`config.mk`:
```
export PLATFORM = sky130hd
export DESIGN_NAME = amps_supervisor
export DESIGN_NICKNAME = d
export VERILOG_FILES = /design/src/hdl/amps_pkg.sv /design/src/hdl/amps_supervisor.sv
export SDC_FILE = /design/constraint.sdc
export NUM_CORES = 2
export LEC_CHECK = 0
export BUFFER_PORTS_ARGS = -buffer_cell sky130_fd_sc_hd__buf_2
export CAP_MARGIN = 5
export CORE_MARGIN = 1.5
export CORE_UTILIZATION = 45
export DETAILED_ROUTE_END_ITERATION = 6
export GPL_ROUTABILITY_DRIVEN = 0
export HOLD_SLACK_MARGIN = 0.03
export PLACE_DENSITY_LB_ADDON = 0.1
export SLEW_MARGIN = 20
export SYNTH_ARGS = -nofsm -noshare
export SYNTH_HDL_FRONTEND = slang
export SYNTH_SLANG_ARGS = --single-unit
```
`constraint.sdc`:
```
create_clock -name clk -period 12.9 [get_ports clk]
set_input_delay 0 -clock clk [delete_from_list [all_inputs] [get_ports clk]]
set_output_delay 0 -clock clk [all_outputs]
set_load 0.02 [all_outputs]
```
`src/hdl/amps_pkg.sv`:
```
package amps_pkg;
  localparam int CLK_HZ = 25_000_000;
  localparam int CLK_PERIOD_NS = 40;
  localparam int MS_PER_SEC = 1000;
  localparam int PHASE_TIME_UNIT_MS = 1;
  localparam int DELAY_UNIT_SEC = 1;
  // Speeds in mm/s, positions and distances in 0.01 mm
  localparam logic [15:0] JOG_SPEED_MAX = 16'h00fa;
  localparam logic [15:0] JOG_SPEED_RST = 16'h0064;
  localparam logic [15:0] SAFE_SPEED_MAX = 16'h00fa;
  localparam logic [15:0] SAFE_SPEED_RST = 16'h0064;
  localparam logic [15:0] INCH_DIST_MAX = 16'h0064;
  localparam logic [15:0] INCH_DIST_RST = 16'h000a;
  localparam logic [15:0] BAND_RST = 16'h000a;
  localparam logic [7:0] SCALE_MIN = 8'h01;
  localparam logic [7:0] SCALE_MAX = 8'h64;
  localparam logic [23:0] SCALE_DIV = 24'h000064;
  localparam logic [2:0] PAT_STANDARD = 3'h0;
  localparam logic [2:0] PAT_TEACH = 3'h1;
  localparam logic [2:0] PAT_SEVEN = 3'h4;
  localparam logic [2:0] PAT_THREE = 3'h5;
  localparam logic [2:0] SSM_NONE = 3'h0;
  localparam logic [2:0] SSM_OFF_A = 3'h1;
  localparam logic [2:0] SSM_OFF_B = 3'h2;
  localparam logic [2:0] SSM_OFF_C = 3'h3;
  localparam logic [2:0] SSM_FULL = 3'h4;
  localparam logic [1:0] SENS_NONE = 2'h0;
  localparam logic [1:0] SENS_NO = 2'h1;
  localparam logic [1:0] SENS_NC = 2'h2;

  typedef enum logic [2:0] {
    AMPS_MOVE, AMPS_JOG_POS, AMPS_JOG_NEG, AMPS_INCH_POS, AMPS_INCH_NEG, AMPS_HOME
  } amps_kind_t;

  // Second zone pair, second jog speed and second inching distance are not carried
  typedef struct packed {
    logic signed [31:0] soft_limit_positive;
    logic signed [31:0] soft_limit_negative;
    logic signed [31:0] zone_bound_upper;
    logic signed [31:0] zone_bound_lower;
    logic homing_direction;
    logic [15:0] teach_jog_speed;
    logic [15:0] teach_inch_distance;
    logic [15:0] default_speed;
    logic [15:0] default_accel;
    logic [15:0] default_position_band;
    logic [1:0] homing_sensor_polarity;
    logic [7:0] speed_scale_percent;
    logic phase_detect_dir;
    logic [15:0] phase_detect_time_ms;
    logic [15:0] manual_feed_speed;
    logic [7:0] servo_off_delay_a;
    logic [7:0] servo_off_delay_b;
    logic [7:0] servo_off_delay_c;
    logic [2:0] standstill_mode_default;
    logic [2:0] parallel_io_pattern;
  } amps_cfg_t;

  typedef struct packed {
    amps_kind_t kind;
    logic from_plc;
    logic manual;
    logic signed [31:0] target;
    logic [15:0] speed;
    logic [15:0] band;
  } amps_cmd_t;

  typedef struct packed {
    logic signed [31:0] target;
    logic [15:0] speed;
    logic dir;
    logic homing;
  } amps_motion_t;

  typedef struct packed {
    logic speed_valid;
    logic [15:0] speed;
    logic [15:0] accel;
    logic [15:0] band;
  } amps_fill_t;
endpackage : amps_pkg

```
`src/hdl/amps_supervisor.sv`:
```
`timescale 1ns/1ps
// Notes on behaviour
// Zone output when position inside zone bounds
// Zone active only in patterns 0, 4, 5
// Commanded targets clamped to soft limits
// Second zone, jog, inching settings ignored
// Home direction bit picks homing travel
// Teach jog uses jog speed, max 250
// Teach inching moves set distance, max 1mm
// Unregistered target write takes default speed
// Fill accel from default on write/capture
// Fill band from default on write/capture
// Position complete when inside target band
// PLC moves scaled by override percent
// No override for PC or pendant moves
// First servo-on runs phase detect, set direction
// Phase detect lasts the configured time
// Manual feed uses safety speed, max 250
// Modes 1-3 servo off after delay
// Standstill mode decode 0..4
// Power saving gated by pattern and homing
// Settings take effect only after restart
// Home sensor polarity decode none/NO/NC
// Standstill current limit kept at most 70%
// Auto servo-off resumes on next PLC move
// Zone held low unsupported or unhomed
module amps_supervisor
  import amps_pkg::*;
#(
  parameter int MS_CYCLES = CLK_HZ / MS_PER_SEC * PHASE_TIME_UNIT_MS,
  parameter int SEC_CYCLES = CLK_HZ * DELAY_UNIT_SEC
) (
  input wire logic clk,
  input wire logic rst_n,
  input amps_cfg_t cfg_in,
  input wire logic soft_reset,
  input wire logic servo_on_req,
  input wire logic signed [31:0] cur_pos,
  input wire logic cmd_valid,
  input amps_cmd_t cmd,
  input wire logic home_done,
  input wire logic home_sensor_raw,
  input wire logic tbl_write,
  input wire logic tbl_capture,
  input wire logic tbl_registered,
  output logic zone_window_output_q,
  output logic servo_on_q,
  output logic full_servo_q,
  output logic phase_active_q,
  output logic phase_dir_q,
  output logic motion_valid_q,
  output amps_motion_t motion_q,
  output logic pos_complete_q,
  output logic homed_q,
  output logic home_sensor_hit_q,
  output logic fill_valid_q,
  output amps_fill_t fill_q
);
  typedef enum logic [2:0] {ST_OFF, ST_PHASE, ST_READY, ST_MOVE, ST_HOME, ST_SAVE} amps_state_t;

  amps_state_t state_q;
  amps_cfg_t cfg_q;
  logic load_q;
  logic phase_done_q;
  logic plc_homed_q;
  logic home_plc_q;
  logic [31:0] tick_q;
  logic [15:0] units_q;
  logic signed [31:0] goal_q;
  logic [15:0] band_q;

  // Settings are copied only at restart so a half-written set never steers motion
  always_ff @(posedge clk or negedge rst_n) begin
    if (!rst_n) begin
      load_q <= 1'b1;
      cfg_q <= '0;
    end else begin
      load_q <= soft_reset;
      if (load_q) begin
        cfg_q <= cfg_in;
      end
    end
  end

  logic zone_pat;
  logic save_pat;
  logic cmd_ok;
  logic [7:0] delay_sel;
  logic [7:0] scale;
  logic [15:0] jog_spd;
  logic [15:0] safe_spd;
  logic [15:0] inch;
  logic [39:0] prod;
  logic [15:0] scaled;
  logic signed [31:0] raw_goal;
  logic signed [31:0] clamp_goal;
  logic signed [32:0] err;
  logic [32:0] err_abs;
  logic in_band;
  amps_motion_t mot_d;

  always_comb begin
    zone_pat = (cfg_q.parallel_io_pattern == PAT_STANDARD) ||
               (cfg_q.parallel_io_pattern == PAT_SEVEN) ||
               (cfg_q.parallel_io_pattern == PAT_THREE);
    save_pat = (cfg_q.parallel_io_pattern == PAT_THREE) ?
               (cfg_q.standstill_mode_default == SSM_FULL) : plc_homed_q;
    unique case (cfg_q.standstill_mode_default)
      SSM_OFF_A: delay_sel = cfg_q.servo_off_delay_a;
      SSM_OFF_B: delay_sel = cfg_q.servo_off_delay_b;
      SSM_OFF_C: delay_sel = cfg_q.servo_off_delay_c;
      default: delay_sel = 8'h00;
    endcase
    scale = cfg_q.speed_scale_percent;
    if (scale < SCALE_MIN) scale = SCALE_MIN;
    if (scale > SCALE_MAX) scale = SCALE_MAX;
    jog_spd = (cfg_q.teach_jog_speed > JOG_SPEED_MAX) ? JOG_SPEED_MAX : cfg_q.teach_jog_speed;
    safe_spd = (cfg_q.manual_feed_speed > SAFE_SPEED_MAX) ? SAFE_SPEED_MAX :
               cfg_q.manual_feed_speed;
    inch = (cfg_q.teach_inch_distance > INCH_DIST_MAX) ? INCH_DIST_MAX :
           cfg_q.teach_inch_distance;
    prod = {24'h000000, cmd.speed} * {32'h00000000, scale};
    scaled = 16'(prod / {16'h0000, SCALE_DIV});
    // Jog and inching exist only in the teaching pattern
    cmd_ok = cmd_valid && ((cmd.kind == AMPS_MOVE) || (cmd.kind == AMPS_HOME) ||
             (cfg_q.parallel_io_pattern == PAT_TEACH));
    mot_d.homing = 1'b0;
    mot_d.speed = cmd.from_plc ? scaled : cmd.speed;
    unique case (cmd.kind)
      AMPS_JOG_POS: raw_goal = cfg_q.soft_limit_positive;
      AMPS_JOG_NEG: raw_goal = cfg_q.soft_limit_negative;
      AMPS_INCH_POS: raw_goal = cur_pos + $signed({16'h0000, inch});
      AMPS_INCH_NEG: raw_goal = cur_pos - $signed({16'h0000, inch});
      default: raw_goal = cmd.target;
    endcase
    if (cmd.kind != AMPS_MOVE) mot_d.speed = jog_spd;
    if (cmd.manual) mot_d.speed = safe_spd;
    clamp_goal = raw_goal;
    if (raw_goal > cfg_q.soft_limit_positive) clamp_goal = cfg_q.soft_limit_positive;
    if (raw_goal < cfg_q.soft_limit_negative) clamp_goal = cfg_q.soft_limit_negative;
    mot_d.target = clamp_goal;
    mot_d.dir = clamp_goal > cur_pos;
    if (cmd.kind == AMPS_HOME) begin
      mot_d.homing = 1'b1;
      mot_d.dir = cfg_q.homing_direction;
      mot_d.target = cur_pos;
    end
    err = {goal_q[31], goal_q} - {cur_pos[31], cur_pos};
    err_abs = err[32] ? 33'(-err) : 33'(err);
    in_band = err_abs <= {17'h00000, band_q};
  end

  // One shared prescaler: milliseconds while detecting phase, seconds while idling
  logic tick_ms;
  logic tick_sec;
  assign tick_ms = tick_q == 32'(MS_CYCLES - 1);
  assign tick_sec = tick_q == 32'(SEC_CYCLES - 1);

  always_ff @(posedge clk or negedge rst_n) begin
    if (!rst_n) begin
      state_q <= ST_OFF;
      servo_on_q <= 1'b0;
      phase_done_q <= 1'b0;
      phase_active_q <= 1'b0;
      phase_dir_q <= 1'b0;
      tick_q <= 32'h00000000;
      units_q <= 16'h0000;
      motion_valid_q <= 1'b0;
      motion_q <= '0;
      goal_q <= 32'sh00000000;
      band_q <= 16'h0000;
      pos_complete_q <= 1'b0;
      homed_q <= 1'b0;
      plc_homed_q <= 1'b0;
      home_plc_q <= 1'b0;
      full_servo_q <= 1'b0;
    end else begin
      motion_valid_q <= 1'b0;
      tick_q <= ((state_q == ST_PHASE && tick_ms) || tick_sec) ? 32'h00000000 : tick_q + 1;
      if (cmd_ok && (state_q == ST_READY || state_q == ST_MOVE ||
          (state_q == ST_SAVE && cmd.from_plc))) begin
        servo_on_q <= 1'b1;
        motion_valid_q <= 1'b1;
        motion_q <= mot_d;
        goal_q <= mot_d.target;
        band_q <= (cmd.kind == AMPS_MOVE) ? cmd.band : cfg_q.default_position_band;
        pos_complete_q <= 1'b0;
        full_servo_q <= 1'b0;
        state_q <= (cmd.kind == AMPS_HOME) ? ST_HOME : ST_MOVE;
        // Command lines are not held past the valid cycle, so the source is kept here
        home_plc_q <= (cmd.kind == AMPS_HOME) && cmd.from_plc;
      end else begin
        unique case (state_q)
          ST_OFF: begin
            if (servo_on_req) begin
              servo_on_q <= 1'b1;
              tick_q <= 32'h00000000;
              units_q <= 16'h0000;
              phase_active_q <= !phase_done_q;
              phase_dir_q <= cfg_q.phase_detect_dir;
              state_q <= phase_done_q ? ST_READY : ST_PHASE;
            end
          end
          ST_PHASE: begin
            if (tick_ms) units_q <= units_q + 16'h0001;
            if (units_q >= cfg_q.phase_detect_time_ms) begin
              phase_active_q <= 1'b0;
              phase_done_q <= 1'b1;
              state_q <= ST_READY;
            end
          end
          ST_MOVE: begin
            if (in_band) begin
              pos_complete_q <= 1'b1;
              units_q <= 16'h0000;
              tick_q <= 32'h00000000;
              state_q <= ST_READY;
            end
          end
          ST_HOME: begin
            if (home_done) begin
              homed_q <= 1'b1;
              plc_homed_q <= home_plc_q;
              pos_complete_q <= 1'b1;
              units_q <= 16'h0000;
              tick_q <= 32'h00000000;
              state_q <= ST_READY;
            end
          end
          ST_READY: begin
            if (tick_sec) units_q <= units_q + 16'h0001;
            full_servo_q <= save_pat && pos_complete_q &&
                            (cfg_q.standstill_mode_default == SSM_FULL);
            if (save_pat && pos_complete_q && delay_sel != 8'h00 &&
                units_q >= {8'h00, delay_sel}) begin
              servo_on_q <= 1'b0;
              state_q <= ST_SAVE;
            end else if (save_pat && pos_complete_q && tick_sec == 1'b0 &&
                cfg_q.standstill_mode_default >= SSM_OFF_A &&
                cfg_q.standstill_mode_default <= SSM_OFF_C && delay_sel == 8'h00) begin
              servo_on_q <= 1'b0;
              state_q <= ST_SAVE;
            end
          end
          ST_SAVE: begin
            servo_on_q <= 1'b0;
          end
          default: state_q <= ST_OFF;
        endcase
      end
      if (!servo_on_req) begin
        servo_on_q <= 1'b0;
        phase_active_q <= 1'b0;
        full_servo_q <= 1'b0;
        state_q <= ST_OFF;
      end
    end
  end

  // Zone follows the current position only once homing has given it meaning
  always_ff @(posedge clk or negedge rst_n) begin
    if (!rst_n) begin
      zone_window_output_q <= 1'b0;
      home_sensor_hit_q <= 1'b0;
    end else begin
      zone_window_output_q <= zone_pat && homed_q &&
                              cur_pos >= cfg_q.zone_bound_lower &&
                              cur_pos <= cfg_q.zone_bound_upper;
      unique case (cfg_q.homing_sensor_polarity)
        SENS_NO: home_sensor_hit_q <= home_sensor_raw;
        SENS_NC: home_sensor_hit_q <= !home_sensor_raw;
        default: home_sensor_hit_q <= 1'b0;
      endcase
    end
  end

  always_ff @(posedge clk or negedge rst_n) begin
    if (!rst_n) begin
      fill_valid_q <= 1'b0;
      fill_q <= '0;
    end else begin
      fill_valid_q <= (tbl_write && !tbl_registered) || tbl_capture;
      fill_q.speed_valid <= tbl_write && !tbl_registered;
      fill_q.speed <= cfg_q.default_speed;
      fill_q.accel <= cfg_q.default_accel;
      fill_q.band <= cfg_q.default_position_band;
    end
  end

  AST_ZONE_PATTERN: assert property (@(posedge clk) disable iff (!rst_n)
    (!zone_pat || !homed_q) |=> !zone_window_output_q)
    else $error("zone output in unsupported pattern or unhomed");
  AST_ZONE_WINDOW: assert property (@(posedge clk) disable iff (!rst_n)
    (zone_pat && homed_q && cur_pos >= cfg_q.zone_bound_lower &&
     cur_pos <= cfg_q.zone_bound_upper) |=> zone_window_output_q)
    else $error("zone output missing inside window");
  AST_SOFT_LIMIT: assert property (@(posedge clk) disable iff (!rst_n)
    motion_valid_q && !motion_q.homing |-> (motion_q.target <= cfg_q.soft_limit_positive &&
    motion_q.target >= cfg_q.soft_limit_negative))
    else $error("target outside soft limits");
  AST_HOME_DIR: assert property (@(posedge clk) disable iff (!rst_n)
    motion_valid_q && motion_q.homing |-> motion_q.dir == cfg_q.homing_direction)
    else $error("homing direction wrong");
  AST_JOG_CAP: assert property (@(posedge clk) disable iff (!rst_n)
    cmd_ok && cmd.kind != AMPS_MOVE && !cmd.manual &&
    (state_q == ST_READY || state_q == ST_MOVE)
    |=> motion_q.speed <= JOG_SPEED_MAX)
    else $error("jog speed above cap");
  AST_OVERRIDE: assert property (@(posedge clk) disable iff (!rst_n)
    cmd_ok && cmd.kind == AMPS_MOVE && cmd.from_plc && !cmd.manual &&
    (state_q == ST_READY || state_q == ST_MOVE) &&
    cfg_q.speed_scale_percent >= SCALE_MIN && cfg_q.speed_scale_percent <= SCALE_MAX
    |=> motion_q.speed == 16'((24'($past(cmd.speed)) *
    24'($past(cfg_q.speed_scale_percent))) / SCALE_DIV))
    else $error("override scaling wrong");
  AST_NO_OVERRIDE: assert property (@(posedge clk) disable iff (!rst_n)
    cmd_ok && cmd.kind == AMPS_MOVE && !cmd.from_plc && !cmd.manual &&
    (state_q == ST_READY || state_q == ST_MOVE)
    |=> motion_q.speed == $past(cmd.speed))
    else $error("override applied to non-PLC move");
  AST_PHASE_FIRST: assert property (@(posedge clk) disable iff (!rst_n)
    state_q == ST_OFF && servo_on_req && !phase_done_q |=> phase_active_q && state_q == ST_PHASE)
    else $error("phase detect not started on first servo-on");
  AST_FILL: assert property (@(posedge clk) disable iff (!rst_n)
    (tbl_write && !tbl_registered) || tbl_capture |=> fill_valid_q &&
    fill_q.accel == $past(cfg_q.default_accel) && fill_q.band == $past(cfg_q.default_position_band))
    else $error("default fill wrong");
  AST_SAVE_GATE: assert property (@(posedge clk) disable iff (!rst_n)
    state_q == ST_READY && !save_pat |=> state_q != ST_SAVE)
    else $error("power saving without eligibility");
  AST_RESUME: assert property (@(posedge clk) disable iff (!rst_n)
    state_q == ST_SAVE && cmd_ok && cmd.from_plc && servo_on_req |=> servo_on_q && motion_valid_q)
    else $error("no resume after auto servo-off");
endmodule : amps_supervisor

```
After elaboration in Yosys (flattened, before gate mapping)
Cells that the tools add are included.

storage, ports and cells
  logic and storage cells = 210
  input bits = 393
  output and inout port bits = 109
  bits in registers = 462

cells by class
  reductions and logical operators = 44
  bitwise logic cells = 2
  $lt $le $gt $ge = 15
  add/subtract/negate cells = 6
  multipliers = 1
  equal/unequal tests = 38
  multiplexer cells = 57
  div/mod/pow operators = 1

operator list
  kind                                                            number
  2-to-1 mux 32 bit                                               8
  2-to-1 mux 16 bit                                               12
  one-hot mux 32 bit (4 select lines)                             1
  one-hot mux 32 bit (3 select lines)                             1
  one-hot mux 16 bit (5 select lines)                             1
  greater-than comparator 32 bit                                  2
  divider 24 x 7 -> 40 bit, second input constant                 1
  <= comparator 33 x 16 -> 1 bit                                  1
  2-to-1 mux 33 bit                                               1
  negator 33 bit                                                  1
  subtractor 32 x 32 -> 33 bit                                    1
  adder 32 x 1 -> 32 bit, second input constant                   1
  adder 32 x 17 -> 32 bit                                         1
  == test 32 x 15 -> 1 bit, second input constant                 1
  == test 32 x 25 -> 1 bit, second input constant                 1
  greater-or-equal comparator 32 bit                              1
  greater-than comparator 16 x 8 -> 1 bit, second input constant  2
  <= comparator 32 bit                                            1
  < comparator 32 bit                                             1
  subtractor 32 x 17 -> 32 bit                                    1
  multiplier 16 x 8 -> 24 bit                                     1
  2-to-1 mux 3 bit                                                8
  one-hot mux 8 bit (3 select lines)                              1
  == test 3 bit, second input constant                            7
  other kinds (40)                                                107

Logic depth before layout (Yosys ltp)
  depth after elaboration = 12
  depth in mapped cells = 72
  gate-level depth less buffers = 71

Worst setup path before layout
OpenSTA, ideal clock, no wires.

  path type = register to register
  start point = register cfg_q[64] (netlist name)
  end point = register motion_q[2] (netlist name)
  path slack = -1.402 ns
  setup time = 0.119 ns
  period minus slack after synthesis = 14.302 ns
  data required time = 12.781 ns
  path buffers = 4
  arrival = 14.183 ns
  stages on the path, launching flop included = 56
  cell sequence = dfrtp_1 o21ai_0 nand2_1 a31oi_1 nand2b_1 clkbuf_1 and2_1 fa_1 fa_1 fa_1 inv_1 fa_1 inv_1 ha_1 buf_2 a21oi_1 o221ai_1 or4_1 [... 20 more ...] a31oi_4 mux2i_2 mux2_4 and2_4 a2111oi_2 and3_1 mux2_1 o221ai_2 a311oi_1 o311ai_1 nand2_1 a311oi_4 o21ai_2 o21ai_2 mux2i_1 a31oi_1 a2bb2oi_1 o21ba_1

on the way
  cells in the longest elaborated chain, start to end = 9

ends and longest elaborated chain
  what                                    RTL line                RTL
  start, declared                         amps_supervisor.sv:62   amps_cfg_t cfg_q;
  start signal, assigned                  amps_supervisor.sv:80   cfg_q <= cfg_in;
  < comparator 8 x 1 -> 1 bit             amps_supervisor.sv:115  if (scale < SCALE_MIN) scale = SCALE_MIN;
  2-to-1 mux 8 bit (*)                    amps_supervisor.sv:115
  greater-than comparator 8 x 7 -> 1 bit  amps_supervisor.sv:116  if (scale > SCALE_MAX) scale = SCALE_MAX;
  2-to-1 mux 8 bit (*)                    amps_supervisor.sv:116
  multiplier 16 x 8 -> 24 bit (*)         amps_supervisor.sv:122  prod = {24'h000000, cmd.speed} * {32'h00000000, scale};
  divider 24 x 7 -> 40 bit (*)            amps_supervisor.sv:123  scaled = 16'(prod / {16'h0000, SCALE_DIV});
  2-to-1 mux 16 bit (*)                   amps_supervisor.sv:128  mot_d.speed = cmd.from_plc ? scaled : cmd.speed;
  2-to-1 mux 16 bit (*)                   amps_supervisor.sv:136  if (cmd.kind != AMPS_MOVE) mot_d.speed = jog_spd;
  2-to-1 mux 16 bit (*)                   amps_supervisor.sv:137  if (cmd.manual) mot_d.speed = safe_spd;
  end signal, assigned                    amps_supervisor.sv:184  motion_q <= mot_d;
  end, declared                           amps_supervisor.sv:52   output amps_motion_t motion_q,

Mark *: on every way between the ends. The rest lies on a longest branch, timed or not.
A chain may end at the register's enable or synchronous reset.

Worst setup path after layout
  start point = register cfg_q[63] (netlist name)
  end point = register motion_q[2] (netlist name)

Same word-level chain as after synthesis.

==> results.yml <==
timing:
  clock.fmax_mhz: 71.3
  finalCritPeriodShare_pct: 109
  post-route-min-period_ns: 14.02
  grt_setup_unrepaired: "true"
  drv_slew: 0
  hold_viol: 0
  finClkSkew_ns: 0.0389
  setup_ws_ns: -1.12
  slew_headroom_pct: 20.2
  finalSetupViolations: 5
  worstMarginPinSlew_ns: 1.19
drt:
  ant_nets: 0
  wire_per_inst_um: 19.6
  wl_um: 125000
  firstDrtPassIters: 7
  first_iter_violations: 2257
  vias_per_cell: 5.47
  drc: 0
  via_count: 34900
placement:
  hpwl_um: 91400
  dp_worst_setup_slack_ns: -1.30
  io_buffers: 501
critical_path:
  reg2reg_from: "cfg_q[63]"
  ff2ff_setup_slack_ns: -1.12
  crit_path_start_kind: "flop"
  r2r_end: "motion_q[2]"
  worst_setup_path_end_kind: "flop"
  path_common_cell: "buf_6"
  r2r_cells: 61
  path_class: "flop to flop"
  arrival_ns: 14.53
  cp_max_fo: 7
  worstPathRequired_ns: 13.41
  max_stage_delay_ns: 0.55
  crit_slowest_cell: "or4_4"
yosys:
  ys.flop_type: "dfrtp_1"
  ys_async_sr_fraction_pct: 100
  yosysMostFrequentCell: "dfrtp_1"
  synthTopCellsByArea: "dfrtp_1 32%, ha_1 11%, o21ai_0 5.2%, mux2_2 5.1%, fa_1 4.8%"
  synth_edf_count: 0
  avgSynthCellArea_um2: 8.75
  ys_ff_latch: 462
  synth_cell_types: 110
  yosys-top-cells-count: "461 x dfrtp_1, 449 x nand2_1, 368 x o21ai_0"
  yosys_warnings: 0
  synth_area_mm2: 0.0355
  syn-instance-count: 4058
  ys_seq_area_share_pct: 32.5
  yosysTopAreaCell: "dfrtp_1"
  synthDominantCellAreaShare_pct: 32.5
cells_and_area:
  drive_above_1_share_pct: 29.3
  syn2layout_area_growth_pct: 39.3
  nNetsFinal: 6079
clock_network:
  root_buffer: "clkbuf_16"
  htree_levels: 2
  tritoncts: "built"
  cts_buffers: 54
  worstSkewPairLatency_ns: 0.65
  cts.sinks: 462
  cts_buffer_depth: 3
  path_clk_slew_ns: 0.06
global_route:
  gr-usage-all-layers_pct: 30.2
  grt_pass1_wl_um: 194000
  antenna_found_initial: 16
  grt_pass1_vias: 35100
  grt.overflow.total: 0
  grt_max_degree: 90
outcome:
  outcome: "complete, but fails checks"
  violations: "setup timing"
worst_hold_path:
  hold_class: "input pin to async pin"
floorplan:
  row_count: 102
  dieWidth_um: 284
  core-area_mm2: 0.0778
  dieArea_mm2: 0.0806
  io_pins: 502
  die_h_um: 284
  start_util_pct: 45.6
job:
  maxCapViolations: 0
[worst max-delay path: cells and delay by family, from the launching register on]
kind	cells	cell delay [ns]
buffers and inverters	13	1.82
AND/OR/NAND/NOR	14	3.27
multiplexers	3	0.83
adder cells (fa/ha/maj)	5	2.23
XOR/XNOR	3	0.42
AO/OA/AOI/OAI	23	4.88
flip-flops	1	0.38
[per-stage QoR]
stage	util, %	cell area [µm²]	instances	hold WS (ns)	setup TNS [ns]
CTS	62.2	48400	6325	0.0492	-2.28
detailed placement	54.2	42200	5840	0.0332	-5.04
global route	63.6	49500	6379	0.0775	-7.40
finish	63.6	49500	6381	0.0445	-4.03
global placement	54.2	42200	5840	0.0355	-4.64
floorplan	-	36000	4073	-0.296	-1.61
[sequential cells by signal (all words and copies together), names as in the netlist, 3 cells and up]
signal and count:
units_q 16, band_q 16, motion_q 18, state_q 3, goal_q 32, fill_q 49
tick_q 32, cfg_q 282
[logic make-up after synthesis]
group / synth area share [%]
fa+ha+maj: 15.8
buf+inv: 5.89
compound gates: 19.0
flops: 32.5
simple gates: 17.0
xor+xnor: 3.65
other cells: 0.0211
mux: 6.10
[what timing repair did]
| action | CTS | global route |
|---|---|---|
| buffers inserted | 36 | 47 |
| setup endpoints to repair | 6 | 20 |
| endpoints found under the hold margin | 440 | 0 |
| hold buffers | 349 | 0 |
| pin swaps | 62 | 110 |
| gates cloned | 0 | 3 |
| resized for setup | 115 | 166 |
[layer usage]
metal	GRT usage, %	up-vias	wire [µm]
met3	4.35	261	6700
li1	-	16700	-
met2	52.3	1023	61400
met4	11.2	20	5030
met1	38.0	16900	51800
met5	0	-	146
[final cells by class]
cell class	count	area (µm²)
Fill cell	6574	28300
Multi-Input combinational cell	3066	23500
Sequential cell	462	11600
Timing Repair Buffer	1341	9880
Clock buffer	79	1580
Inverter	364	1370
Tap cell	1040	1300
Clock inverter	23	305
Antenna cell	6	15.0
[cells in the final DEF (no fill, tap or decap), types with 56 or more instances in the layout]
cell	instances
xnor2_1	89
o21ai_0	326
buf_4	461
nor3_1	56
mux2_2	158
nand4_1	60
nand2_1	436
dfrtp_1	461
nand2b_1	57
and3_1	58
nor2_1	258
a21oi_1	202
dlygate4sd3_1	348
ha_1	298
fa_1	79
nor2b_1	64
buf_2	500
inv_1	356
[worst max-delay path by stage]
stage | start | to | slack, ns | cells past startpoint
after floorplan | cfg_q[64] | motion_q[2] | -0.57 | 57
after global placement | cfg_q[63] | motion_q[2] | -1.22 | 54
after detailed placement | cfg_q[63] | motion_q[2] | -1.30 | 54
after CTS | cfg_q[63] | motion_q[2] | -0.76 | 55
after global routing | cfg_q[63] | motion_q[4] | -1.74 | 60
final | cfg_q[63] | motion_q[2] | -1.12 | 61
Power is not shown: default switching activity piles up to over one toggle a cycle in this logic, so the estimate is an artifact.
